### src/muting_pkg.sv
package muting_pkg;

  // system clock and the prescaled tick
  localparam int CLK_HZ = 250_000_000;
  localparam int TICK_MS = 10;
  localparam int TICK_CYCLES = CLK_HZ / 1000 * TICK_MS;
  localparam int TICKS_PER_S = 1000 / TICK_MS;

  // documented times in their own units
  localparam int CONCUR_S = 3;
  localparam int BYPASS_MUTE_MIN = 10;
  localparam int MUTE_LIMIT_MIN = 2;
  localparam int BYPASS_FLASH_MS = 1000;
  localparam int LIMIT_FLASH_MHZ = 1500;

  // tick counts derived from the times
  localparam int CONCUR_TICKS = CONCUR_S * TICKS_PER_S;
  localparam int BYPASS_MUTE_TICKS = BYPASS_MUTE_MIN * 60 * TICKS_PER_S;
  localparam int MUTE_LIMIT_TICKS = MUTE_LIMIT_MIN * 60 * TICKS_PER_S;
  localparam int BYPASS_HALF_TICKS = BYPASS_FLASH_MS / TICK_MS / 2;
  localparam int LIMIT_HALF_TICKS = 1_000_000 / LIMIT_FLASH_MHZ / TICK_MS / 2;

  // counter widths
  localparam int PRE_W = 24;
  localparam int WIN_W = 9;
  localparam int MUTE_W = 16;
  localparam int FLASH_W = 7;

  // synchronised input bundle layout
  localparam int IN_W = 8;
  localparam int IN_SENSOR_LO = 0;
  localparam int IN_CURTAIN = 4;
  localparam int IN_MUTE_EN = 5;
  localparam int IN_LIMIT_EN = 6;
  localparam int IN_START = 7;

  // sensor indices and pair selects
  localparam int NUM_SENSORS = 4;
  localparam int PAIR_A = 0;
  localparam int PAIR_B = 1;
  // set bits mark light-on sensors (two and four), active when open
  localparam logic [3:0] LIGHT_ON_MASK = 4'hA;
  localparam logic [3:0] PAIR_A_MASK = 4'h3;
  localparam logic [3:0] PAIR_B_MASK = 4'hC;

  localparam logic [1:0] OUT_ON = 2'h3;
  localparam logic [1:0] OUT_OFF = 2'h0;

  typedef enum logic [2:0] {
    ST_INTERLOCK,
    ST_RUN,
    ST_STOP,
    ST_BYPASS,
    ST_MUTE_AUTO,
    ST_MUTE_BYPASS,
    ST_LIMIT
  } mute_state_t;

endpackage

### src/input_sync.sv
`timescale 1ns/1ps
`default_nettype none

// two-flop synchroniser for a bundle of level inputs
module input_sync #(
  parameter int W = 8
) (
  input wire logic mclk,
  input wire logic reset,
  input wire logic [W-1:0] async_in,
  output logic [W-1:0] sync_out
);

  logic [W-1:0] meta_r;

  // first stage feeds only the second stage
  always_ff @(posedge mclk) begin
    if (reset) begin
      meta_r <= '0;
      sync_out <= '0;
    end else begin
      meta_r <= async_in;
      sync_out <= meta_r;
    end
  end

endmodule

`default_nettype wire

### src/conveyor_muting_bypass_controller.sv
`timescale 1ns/1ps
`default_nettype none

module conveyor_muting_bypass_controller #(
  parameter int TICK_CYCLES = muting_pkg::TICK_CYCLES
) (
  input wire logic mclk,
  input wire logic reset,
  input wire logic [3:0] sensor_in,
  input wire logic curtain_clear,
  input wire logic mute_enable,
  input wire logic mute_limit_enable,
  input wire logic start_button,
  output logic [1:0] safety_output_pair,
  output logic mute_lamp,
  output logic muted,
  output logic bypass_allowed
);

  // both sensors of a pair active
  function automatic logic pair_both(input logic [3:0] act, input int p);
    pair_both = (p == muting_pkg::PAIR_A) ? (act[0] & act[1]) : (act[2] & act[3]);
  endfunction

  // any sensor of a pair active
  function automatic logic pair_any(input logic [3:0] act, input int p);
    pair_any = (p == muting_pkg::PAIR_A) ? (act[0] | act[1]) : (act[2] | act[3]);
  endfunction

  logic [muting_pkg::IN_W-1:0] raw_in;
  logic [muting_pkg::IN_W-1:0] syn_in;
  logic [3:0] act;
  logic curtain_ok;
  logic mute_en;
  logic limit_en;
  logic btn;
  logic any_act;

  assign raw_in = {start_button, mute_limit_enable, mute_enable, curtain_clear, sensor_in};

  input_sync #(
    .W(muting_pkg::IN_W)
  ) u_sync (
    .mclk(mclk),
    .reset(reset),
    .async_in(raw_in),
    .sync_out(syn_in)
  );

  // polarity per sensor type, then the other levels
  assign act = syn_in[muting_pkg::IN_SENSOR_LO +: muting_pkg::NUM_SENSORS]
               ^ muting_pkg::LIGHT_ON_MASK;
  assign curtain_ok = syn_in[muting_pkg::IN_CURTAIN];
  assign mute_en = syn_in[muting_pkg::IN_MUTE_EN];
  assign limit_en = syn_in[muting_pkg::IN_LIMIT_EN];
  assign btn = syn_in[muting_pkg::IN_START];
  assign any_act = |act;

  // tick prescaler
  logic [muting_pkg::PRE_W-1:0] pre_r;
  logic tick;

  assign tick = (pre_r == muting_pkg::PRE_W'(TICK_CYCLES - 1));

  always_ff @(posedge mclk) begin
    if (reset) begin
      pre_r <= '0;
    end else if (tick) begin
      pre_r <= '0;
    end else begin
      pre_r <= pre_r + 1'b1;
    end
  end

  // start button: press seen on a tick, taken on release
  logic seen_r;
  logic start_press;

  assign start_press = seen_r & ~btn;

  always_ff @(posedge mclk) begin
    if (reset) begin
      seen_r <= 1'b0;
    end else if (!btn) begin
      seen_r <= 1'b0;
    end else if (tick) begin
      seen_r <= 1'b1;
    end
  end

  // pair concurrence windows
  logic [muting_pkg::WIN_W-1:0] win_r [2];
  logic [1:0] ok_r;
  logic [1:0] bad_r;
  logic [1:0] ok_now;

  always_ff @(posedge mclk) begin
    if (reset) begin
      for (int p = 0; p < 2; p++) begin
        win_r[p] <= '0;
      end
      ok_r <= '0;
      bad_r <= '0;
    end else begin
      for (int p = 0; p < 2; p++) begin
        if (!pair_any(act, p)) begin
          win_r[p] <= '0;
          ok_r[p] <= 1'b0;
          bad_r[p] <= 1'b0;
        end else if (pair_both(act, p)) begin
          if (!bad_r[p]) begin
            ok_r[p] <= 1'b1;
          end
        end else if (!ok_r[p] && tick) begin
          if (win_r[p] >= muting_pkg::WIN_W'(muting_pkg::CONCUR_TICKS - 1)) begin
            bad_r[p] <= 1'b1;
          end else begin
            win_r[p] <= win_r[p] + 1'b1;
          end
        end
      end
    end
  end

  always_comb begin
    for (int p = 0; p < 2; p++) begin
      ok_now[p] = ok_r[p] & pair_both(act, p);
    end
  end

  // auto mute arming: only after all sensors have been clear
  logic arm_r;
  muting_pkg::mute_state_t state_r;
  muting_pkg::mute_state_t state_nxt;
  logic entering_mute;

  assign entering_mute = (state_nxt == muting_pkg::ST_MUTE_AUTO ||
                          state_nxt == muting_pkg::ST_MUTE_BYPASS) &&
                         state_nxt != state_r;

  always_ff @(posedge mclk) begin
    if (reset) begin
      arm_r <= 1'b0;
    end else if (entering_mute) begin
      arm_r <= 1'b0;
    end else if (!any_act) begin
      arm_r <= 1'b1;
    end
  end

  // sequence tracking inside automatic muting
  logic lead_r;
  logic handed_r;
  logic [3:0] dropped_r;
  logic lead_nxt;
  logic seq_lost;
  logic seq_done;
  logic [3:0] lead_mask;
  int trail;
  int lead;

  assign lead = lead_r ? muting_pkg::PAIR_B : muting_pkg::PAIR_A;
  assign trail = lead_r ? muting_pkg::PAIR_A : muting_pkg::PAIR_B;
  assign lead_mask = lead_r ? muting_pkg::PAIR_B_MASK : muting_pkg::PAIR_A_MASK;

  // leader must hold until handover, then dropped sensors stay out
  always_comb begin
    seq_lost = 1'b0;
    seq_done = 1'b0;
    if (!handed_r) begin
      seq_lost = ~pair_both(act, lead) & ~ok_now[trail];
    end else begin
      seq_lost = |(dropped_r & act);
      seq_done = ~pair_both(act, trail);
    end
  end

  always_ff @(posedge mclk) begin
    if (reset) begin
      lead_r <= 1'b0;
      handed_r <= 1'b0;
      dropped_r <= '0;
    end else if (state_r != muting_pkg::ST_MUTE_AUTO) begin
      lead_r <= lead_nxt;
      handed_r <= 1'b0;
      dropped_r <= '0;
    end else if (!handed_r) begin
      if (ok_now[trail]) begin
        handed_r <= 1'b1;
      end
    end else begin
      dropped_r <= dropped_r | (lead_mask & ~act);
    end
  end

  // muting timer, restarted on every mute entry
  logic [muting_pkg::MUTE_W-1:0] mute_t_r;
  logic bypass_over;
  logic limit_over;

  assign bypass_over = (mute_t_r >= muting_pkg::MUTE_W'(muting_pkg::BYPASS_MUTE_TICKS));
  assign limit_over = (mute_t_r >= muting_pkg::MUTE_W'(muting_pkg::MUTE_LIMIT_TICKS));

  always_ff @(posedge mclk) begin
    if (reset) begin
      mute_t_r <= '0;
    end else if (entering_mute) begin
      mute_t_r <= '0;
    end else if (tick && (state_r == muting_pkg::ST_MUTE_AUTO ||
                          state_r == muting_pkg::ST_MUTE_BYPASS) && !bypass_over) begin
      mute_t_r <= mute_t_r + 1'b1;
    end
  end

  // state transitions
  always_comb begin
    state_nxt = state_r;
    lead_nxt = lead_r;
    case (state_r)
      muting_pkg::ST_INTERLOCK: begin
        if (start_press && curtain_ok) begin
          state_nxt = muting_pkg::ST_RUN;
        end
      end
      muting_pkg::ST_RUN: begin
        if (mute_en && arm_r && ok_now[muting_pkg::PAIR_A] &&
            !pair_any(act, muting_pkg::PAIR_B)) begin
          state_nxt = muting_pkg::ST_MUTE_AUTO;
          lead_nxt = 1'b0;
        end else if (mute_en && arm_r && ok_now[muting_pkg::PAIR_B] &&
                     !pair_any(act, muting_pkg::PAIR_A)) begin
          state_nxt = muting_pkg::ST_MUTE_AUTO;
          lead_nxt = 1'b1;
        end else if (!curtain_ok) begin
          state_nxt = muting_pkg::ST_STOP;
        end
      end
      muting_pkg::ST_STOP: begin
        if (any_act) begin
          state_nxt = muting_pkg::ST_BYPASS;
        end else if (start_press && curtain_ok) begin
          state_nxt = muting_pkg::ST_RUN;
        end
      end
      muting_pkg::ST_BYPASS, muting_pkg::ST_LIMIT: begin
        if (!any_act) begin
          state_nxt = muting_pkg::ST_STOP;
        end else if (start_press) begin
          state_nxt = muting_pkg::ST_MUTE_BYPASS;
        end
      end
      muting_pkg::ST_MUTE_AUTO: begin
        if (!mute_en || seq_lost || seq_done) begin
          state_nxt = curtain_ok ? muting_pkg::ST_RUN : muting_pkg::ST_STOP;
        end else if (limit_en && limit_over) begin
          state_nxt = muting_pkg::ST_LIMIT;
        end
        // limit off: muting lasts while the sequence holds
      end
      muting_pkg::ST_MUTE_BYPASS: begin
        if (curtain_ok) begin
          state_nxt = muting_pkg::ST_RUN;
        end else if (!any_act) begin
          state_nxt = muting_pkg::ST_STOP;
        end else if (bypass_over) begin
          state_nxt = muting_pkg::ST_BYPASS;
        end
      end
      default: begin
        state_nxt = muting_pkg::ST_INTERLOCK;
      end
    endcase
  end

  always_ff @(posedge mclk) begin
    if (reset) begin
      state_r <= muting_pkg::ST_INTERLOCK;
    end else begin
      state_r <= state_nxt;
    end
  end

  // lamp flash phase, restarted on state change
  logic [muting_pkg::FLASH_W-1:0] flash_t_r;
  logic flash_r;
  logic [muting_pkg::FLASH_W-1:0] half_ticks;

  assign half_ticks = (state_r == muting_pkg::ST_LIMIT) ?
                      muting_pkg::FLASH_W'(muting_pkg::LIMIT_HALF_TICKS) :
                      muting_pkg::FLASH_W'(muting_pkg::BYPASS_HALF_TICKS);

  always_ff @(posedge mclk) begin
    if (reset) begin
      flash_t_r <= '0;
      flash_r <= 1'b0;
    end else if (state_nxt != state_r) begin
      flash_t_r <= '0;
      flash_r <= 1'b1;
    end else if (tick) begin
      if (flash_t_r >= half_ticks - 1'b1) begin
        flash_t_r <= '0;
        flash_r <= ~flash_r;
      end else begin
        flash_t_r <= flash_t_r + 1'b1;
      end
    end
  end

  // registered outputs
  always_ff @(posedge mclk) begin
    if (reset) begin
      safety_output_pair <= muting_pkg::OUT_OFF;
      mute_lamp <= 1'b0;
      muted <= 1'b0;
      bypass_allowed <= 1'b0;
    end else begin
      case (state_r)
        muting_pkg::ST_RUN: begin
          safety_output_pair <= muting_pkg::OUT_ON;
          mute_lamp <= 1'b0;
          muted <= 1'b0;
          bypass_allowed <= 1'b0;
        end
        muting_pkg::ST_MUTE_AUTO, muting_pkg::ST_MUTE_BYPASS: begin
          safety_output_pair <= muting_pkg::OUT_ON;
          mute_lamp <= 1'b1;
          muted <= 1'b1;
          bypass_allowed <= 1'b0;
        end
        muting_pkg::ST_BYPASS, muting_pkg::ST_LIMIT: begin
          safety_output_pair <= muting_pkg::OUT_OFF;
          mute_lamp <= flash_r;
          muted <= 1'b0;
          bypass_allowed <= 1'b1;
        end
        default: begin
          safety_output_pair <= muting_pkg::OUT_OFF;
          mute_lamp <= 1'b0;
          muted <= 1'b0;
          bypass_allowed <= 1'b0;
        end
      endcase
    end
  end

endmodule

`default_nettype wire

### config.mk
export PLATFORM = sky130hd
export DESIGN_NAME = conveyor_muting_bypass_controller
export DESIGN_NICKNAME = d
export VERILOG_FILES = /design/src/muting_pkg.sv /design/src/input_sync.sv /design/src/conveyor_muting_bypass_controller.sv
export SDC_FILE = /design/constraint.sdc
export NUM_CORES = 1
export LEC_CHECK = 0
export ABC_AREA = 1
export BUFFER_PORTS_ARGS = -buffer_cell sky130_fd_sc_hd__buf_2
export CORE_MARGIN = 8
export CORE_UTILIZATION = 40
export DETAILED_ROUTE_END_ITERATION = 6
export PLACE_DENSITY = 0.61
export SYNTH_ARGS = -nofsm -noshare
export SYNTH_HDL_FRONTEND = slang
export SYNTH_SLANG_ARGS = --single-unit
export TNS_END_PERCENT = 10
### constraint.sdc
create_clock -name mclk -period 2.4 [get_ports mclk]
set_input_delay 0.36 -clock mclk [delete_from_list [all_inputs] [get_ports mclk]]
set_output_delay 0.36 -clock mclk [all_outputs]
set_load 0.005 [all_outputs]
==> flow_summary.rst <==
.. list-table::
   :header-rows: 1

   * - Metric
     - Value
   * - Run status
     - finished clean
   * - Final weighted congestion in routability-driven placement
     - 0.907
   * - Die span in x
     - 130 um
   * - Routed via count divided by cell count
     - 4.77
   * - Worst Path Class, Setup
     - flip-flop to flip-flop
   * - Mapped cell area
     - 5220 um2
   * - Launching element type of the critical path
     - flip-flop
   * - All-Layer GR Usage
     - 13.5%
   * - Number of buffers added by the clock tree synthesis step
     - 9
   * - Ys Warns
     - 0
   * - CP Max Fanout
     - 9
   * - PwrDens
     - 563 nW/um2
   * - TritonCTS clock tree
     - built
   * - MaxCap Viol Count
     - 0
   * - Ranking of synthesized cells by area
     - dfxtp_1 32%, edfxtp_1 10%, nand2_1 10%
   * - Number of global-route vias before repair
     - 4145
   * - Signed area change from the synthesized netlist to the final layout
     - 11.5%
   * - Sequential share of power
     - 54.5%
   * - Reg area
     - 2200 um2
   * - Total number of vias
     - 4446
   * - Detailed placement HPWL
     - 8050 um
   * - Area of the placeable core
     - 12700 um2
   * - Fin nets
     - 774
   * - Area taken by multi-input logic gates
     - 2490 um2
   * - Starting density of the core
     - 41.2%
   * - Leading area contributor after synthesis
     - dfxtp_1
   * - Sort of element at the end of the critical path
     - flip-flop
   * - Num ports
     - 15
   * - Area share of the largest cell type after synthesis
     - 31.8%
   * - Length of the first detailed-routing pass in iterations
     - 7
   * - Gate power share
     - 3.5%
   * - Clock transition time at the flip-flop clock pins of the worst setup and hold paths
     - 0.06 ns
   * - Leak Pwr
     - 2.32 nW
   * - Count of fill cells added during filler insertion
     - 1292
   * - Post-CTS Hold Buffers
     - 0
   * - Post-placement worst setup slack
     - 0.107 ns
   * - DRT iter0 DRCs
     - 291
   * - Req. time, crit path
     - 2.58 ns
   * - Total die area
     - 17000 um2
   * - Slew at the pin closest to its max-slew limit
     - 0.359 ns
   * - Post-layout worst setup margin
     - 0.205 ns
   * - Seq/Total Area, Yosys
     - 42.2%
   * - Slew Limit Fails
     - 0
   * - Number of antenna violations at the first check in global routing
     - 0
   * - Number of antenna repair diodes
     - 0
   * - Most instantiated library cell after synthesis
     - nand2_1
   * - Post-Syn Nets
     - 751
   * - Total internal power
     - 2.55 mW
   * - RSZ-0062 raised after global routing
     - true
   * - # setup viols final
     - 0
   * - Gr ovfl total
     - 0
   * - Clk_lat worst skew
     - 0.35 ns
   * - Die Ht
     - 130 um
   * - #FFs+latches synth
     - 101
   * - Maximum number of pins on one net before global-route repair
     - 23
   * - Number of remaining DRC errors
     - 0
   * - Commonest register cell after synthesis
     - dfxtp_1
   * - Post-route minimum period
     - 2.19 ns
   * - Clk_skew
     - 0.00590 ns
   * - Final Hold Viols
     - 0
   * - Num Clock Sinks
     - 101
   * - Number of routed nets with antenna violations
     - 0
   * - Post-synthesis cell count
     - 733
   * - Relative slew slack
     - 75.5%
   * - Fraction of layout cells with a size suffix above 1
     - 9.20%
   * - Bufs on Longest Clock Path
     - 2
   * - Number of enable-type register cells in the synthesized netlist
     - 18
   * - Number of library cell types mapped by synthesis
     - 39
   * - Total Routed Length
     - 10900 um
   * - Crit share post-route
     - 91.4%
   * - Worst endpoint data arrival time
     - 2.38 ns
   * - Standard-cell rows
     - 41
   * - Avg Cell Area, Syn
     - 7.12 um2
   * - First-pass GRT wire length
     - 18500 um
   * - Type of the most critical hold path
     - primary input to flip-flop
   * - Fraction of power consumed by the clock network
     - 41.9%
   * - Sw power
     - 723 uW
   * - Share of synthesized registers carrying an async set or reset
     - 0%
   * - Switching share of power
     - 22.1%
   * - Cell types with the highest counts after synthesis
     - 141 x nand2_1, 122 x inv_1, 122 x nor2_1
   * - Smallest hold slack
     - 0.216 ns
   * - Number of H-tree branching levels
     - 3
   * - Cell at the root of the clock tree
     - clkbuf_16
   * - Maximum clock frequency
     - 456 MHz
   * - Total of buffers placed on input and output ports
     - 14
   * - Worst IR Drop VDD
     - 0.355 mV
   * - Wire length per cell
     - 11.6 um
==> sequential cells by signal (all words and copies together), names as in the netlist, 2 cells and up <==
name,flops
pre_r,24
win_r,18
mute_t_r,16
u_sync.meta_r,8
u_sync.sync_out,8
flash_t_r,7
dropped_r,4
state_r,3
bad_r,2
ok_r,2
==> through the flow <==
step	instances	cell area (um2)	utilization [%]	TNS [ns]	power [mW]
floorplan	733	5220	-	0	1.90
detailed placement	917	5520	43.5	0	1.94
global placement	917	5520	43.5	0	1.94
global route	933	5820	45.9	-0.0699	3.42
CTS	933	5800	45.7	0	3.32
finish	933	5820	45.9	0	3.28
==> path summary, 6_finish.rpt <==
| kind | start | to | slack [ns] | cells after the start |
|---|---|---|---|---|
| setup / recovery | pre_r[0]$_SDFF_PP0_ | win_r[1][2]$_SDFFCE_PN0P_ | 0.21 | 9 |
| hold reg to reg | u_sync.meta_r[6]$_SDFF_PP0_ | u_sync.sync_out[6]$_SDFF_PP0_ | 0.40 | 2 |
| hold / removal | sensor_in[3] | u_sync.meta_r[3]$_SDFF_PP0_ | 0.22 | 3 |
| setup reg to reg | pre_r[0]$_SDFF_PP0_ | win_r[1][2]$_SDFFCE_PN0P_ | 0.21 | 9 |
==> cell type report <==
type                    instances  share of cell area (%)
clock buffers                  12                    4.41
clock inverters                 4                   0.387
inverters                     126                    8.13
multi-input cells             494                    42.8
flip-flops and latches        101                    37.8
well taps                     172                    3.70
repair buffers                 24                    2.71
==> placed cells by master (no fill, tap or decap), types with 2 or more instances in the layout <==
cell / instances
clkinv_2: 3
a211oi_1: 5
nand3_1: 48
a31oi_1: 3
a21oi_1: 34
or3_1: 2
nor3_1: 22
ha_1: 8
xnor2_1: 8
dfxtp_1: 83
nor3_4: 2
buf_4: 9
nor4_1: 6
inv_2: 4
o21ai_0: 17
clkbuf_8: 2
nand2_2: 6
nor2_1: 119
nor3_2: 3
clkbuf_16: 9
nor2_4: 3
nor2_2: 9
nand4_1: 23
buf_2: 14
nand2_1: 139
nand3_2: 2
edfxtp_1: 18
inv_1: 122
xor2_1: 18
o21a_1: 3
nor3b_1: 5
==> worst max-delay path, stage by stage (launching register included) <==
cell	delay, ns
dfxtp_1	0.36
ha_1	0.17
nand2_1	0.05
inv_1	0.08
nand2_2	0.09
nor2_1	0.17
nand4_1	0.27
or3_1	0.46
buf_4	0.19
nor3b_1	0.19
==> cells by family after synthesis <==
family | Yosys count | synth area share [%]
adders and majority gates | 8 | 1.92
xor gates and xnor gates | 26 | 4.36
AOI/OAI and AO/OA | 67 | 7.15
DFF | 101 | 42.2
buffers and inverters | 138 | 10.5
and+or+nand+nor | 393 | 33.9
==> routing by layer <==
layer | GRT usage, % | wire length, um | up-vias
met4 | 4.10 | 119 | 0
met5 | 0 | 0 | -
met2 | 22.9 | 5170 | 70
met3 | 3.55 | 376 | 6
met1 | 16.3 | 5200 | 2000
li1 | - | - | 2370
==> repair_timing <==
item                                    CTS  global route
gates resized for setup                   0             7
setup buffers                             0             0
endpoints found under the setup margin    0            25
==> power groups by stage <==
| stage | clock [mW] | sequential [mW] | combinational (mW) |
|---|---|---|---|
| floorplan | 0 | 1.82 | 0.0856 |
| global placement | 0 | 1.82 | 0.114 |
| detailed placement | 0 | 1.82 | 0.116 |
| CTS | 1.42 | 1.79 | 0.117 |
| global route | 1.49 | 1.79 | 0.134 |
| finish | 1.37 | 1.79 | 0.116 |
No activity file was read; power rests on OpenSTA's default activity.
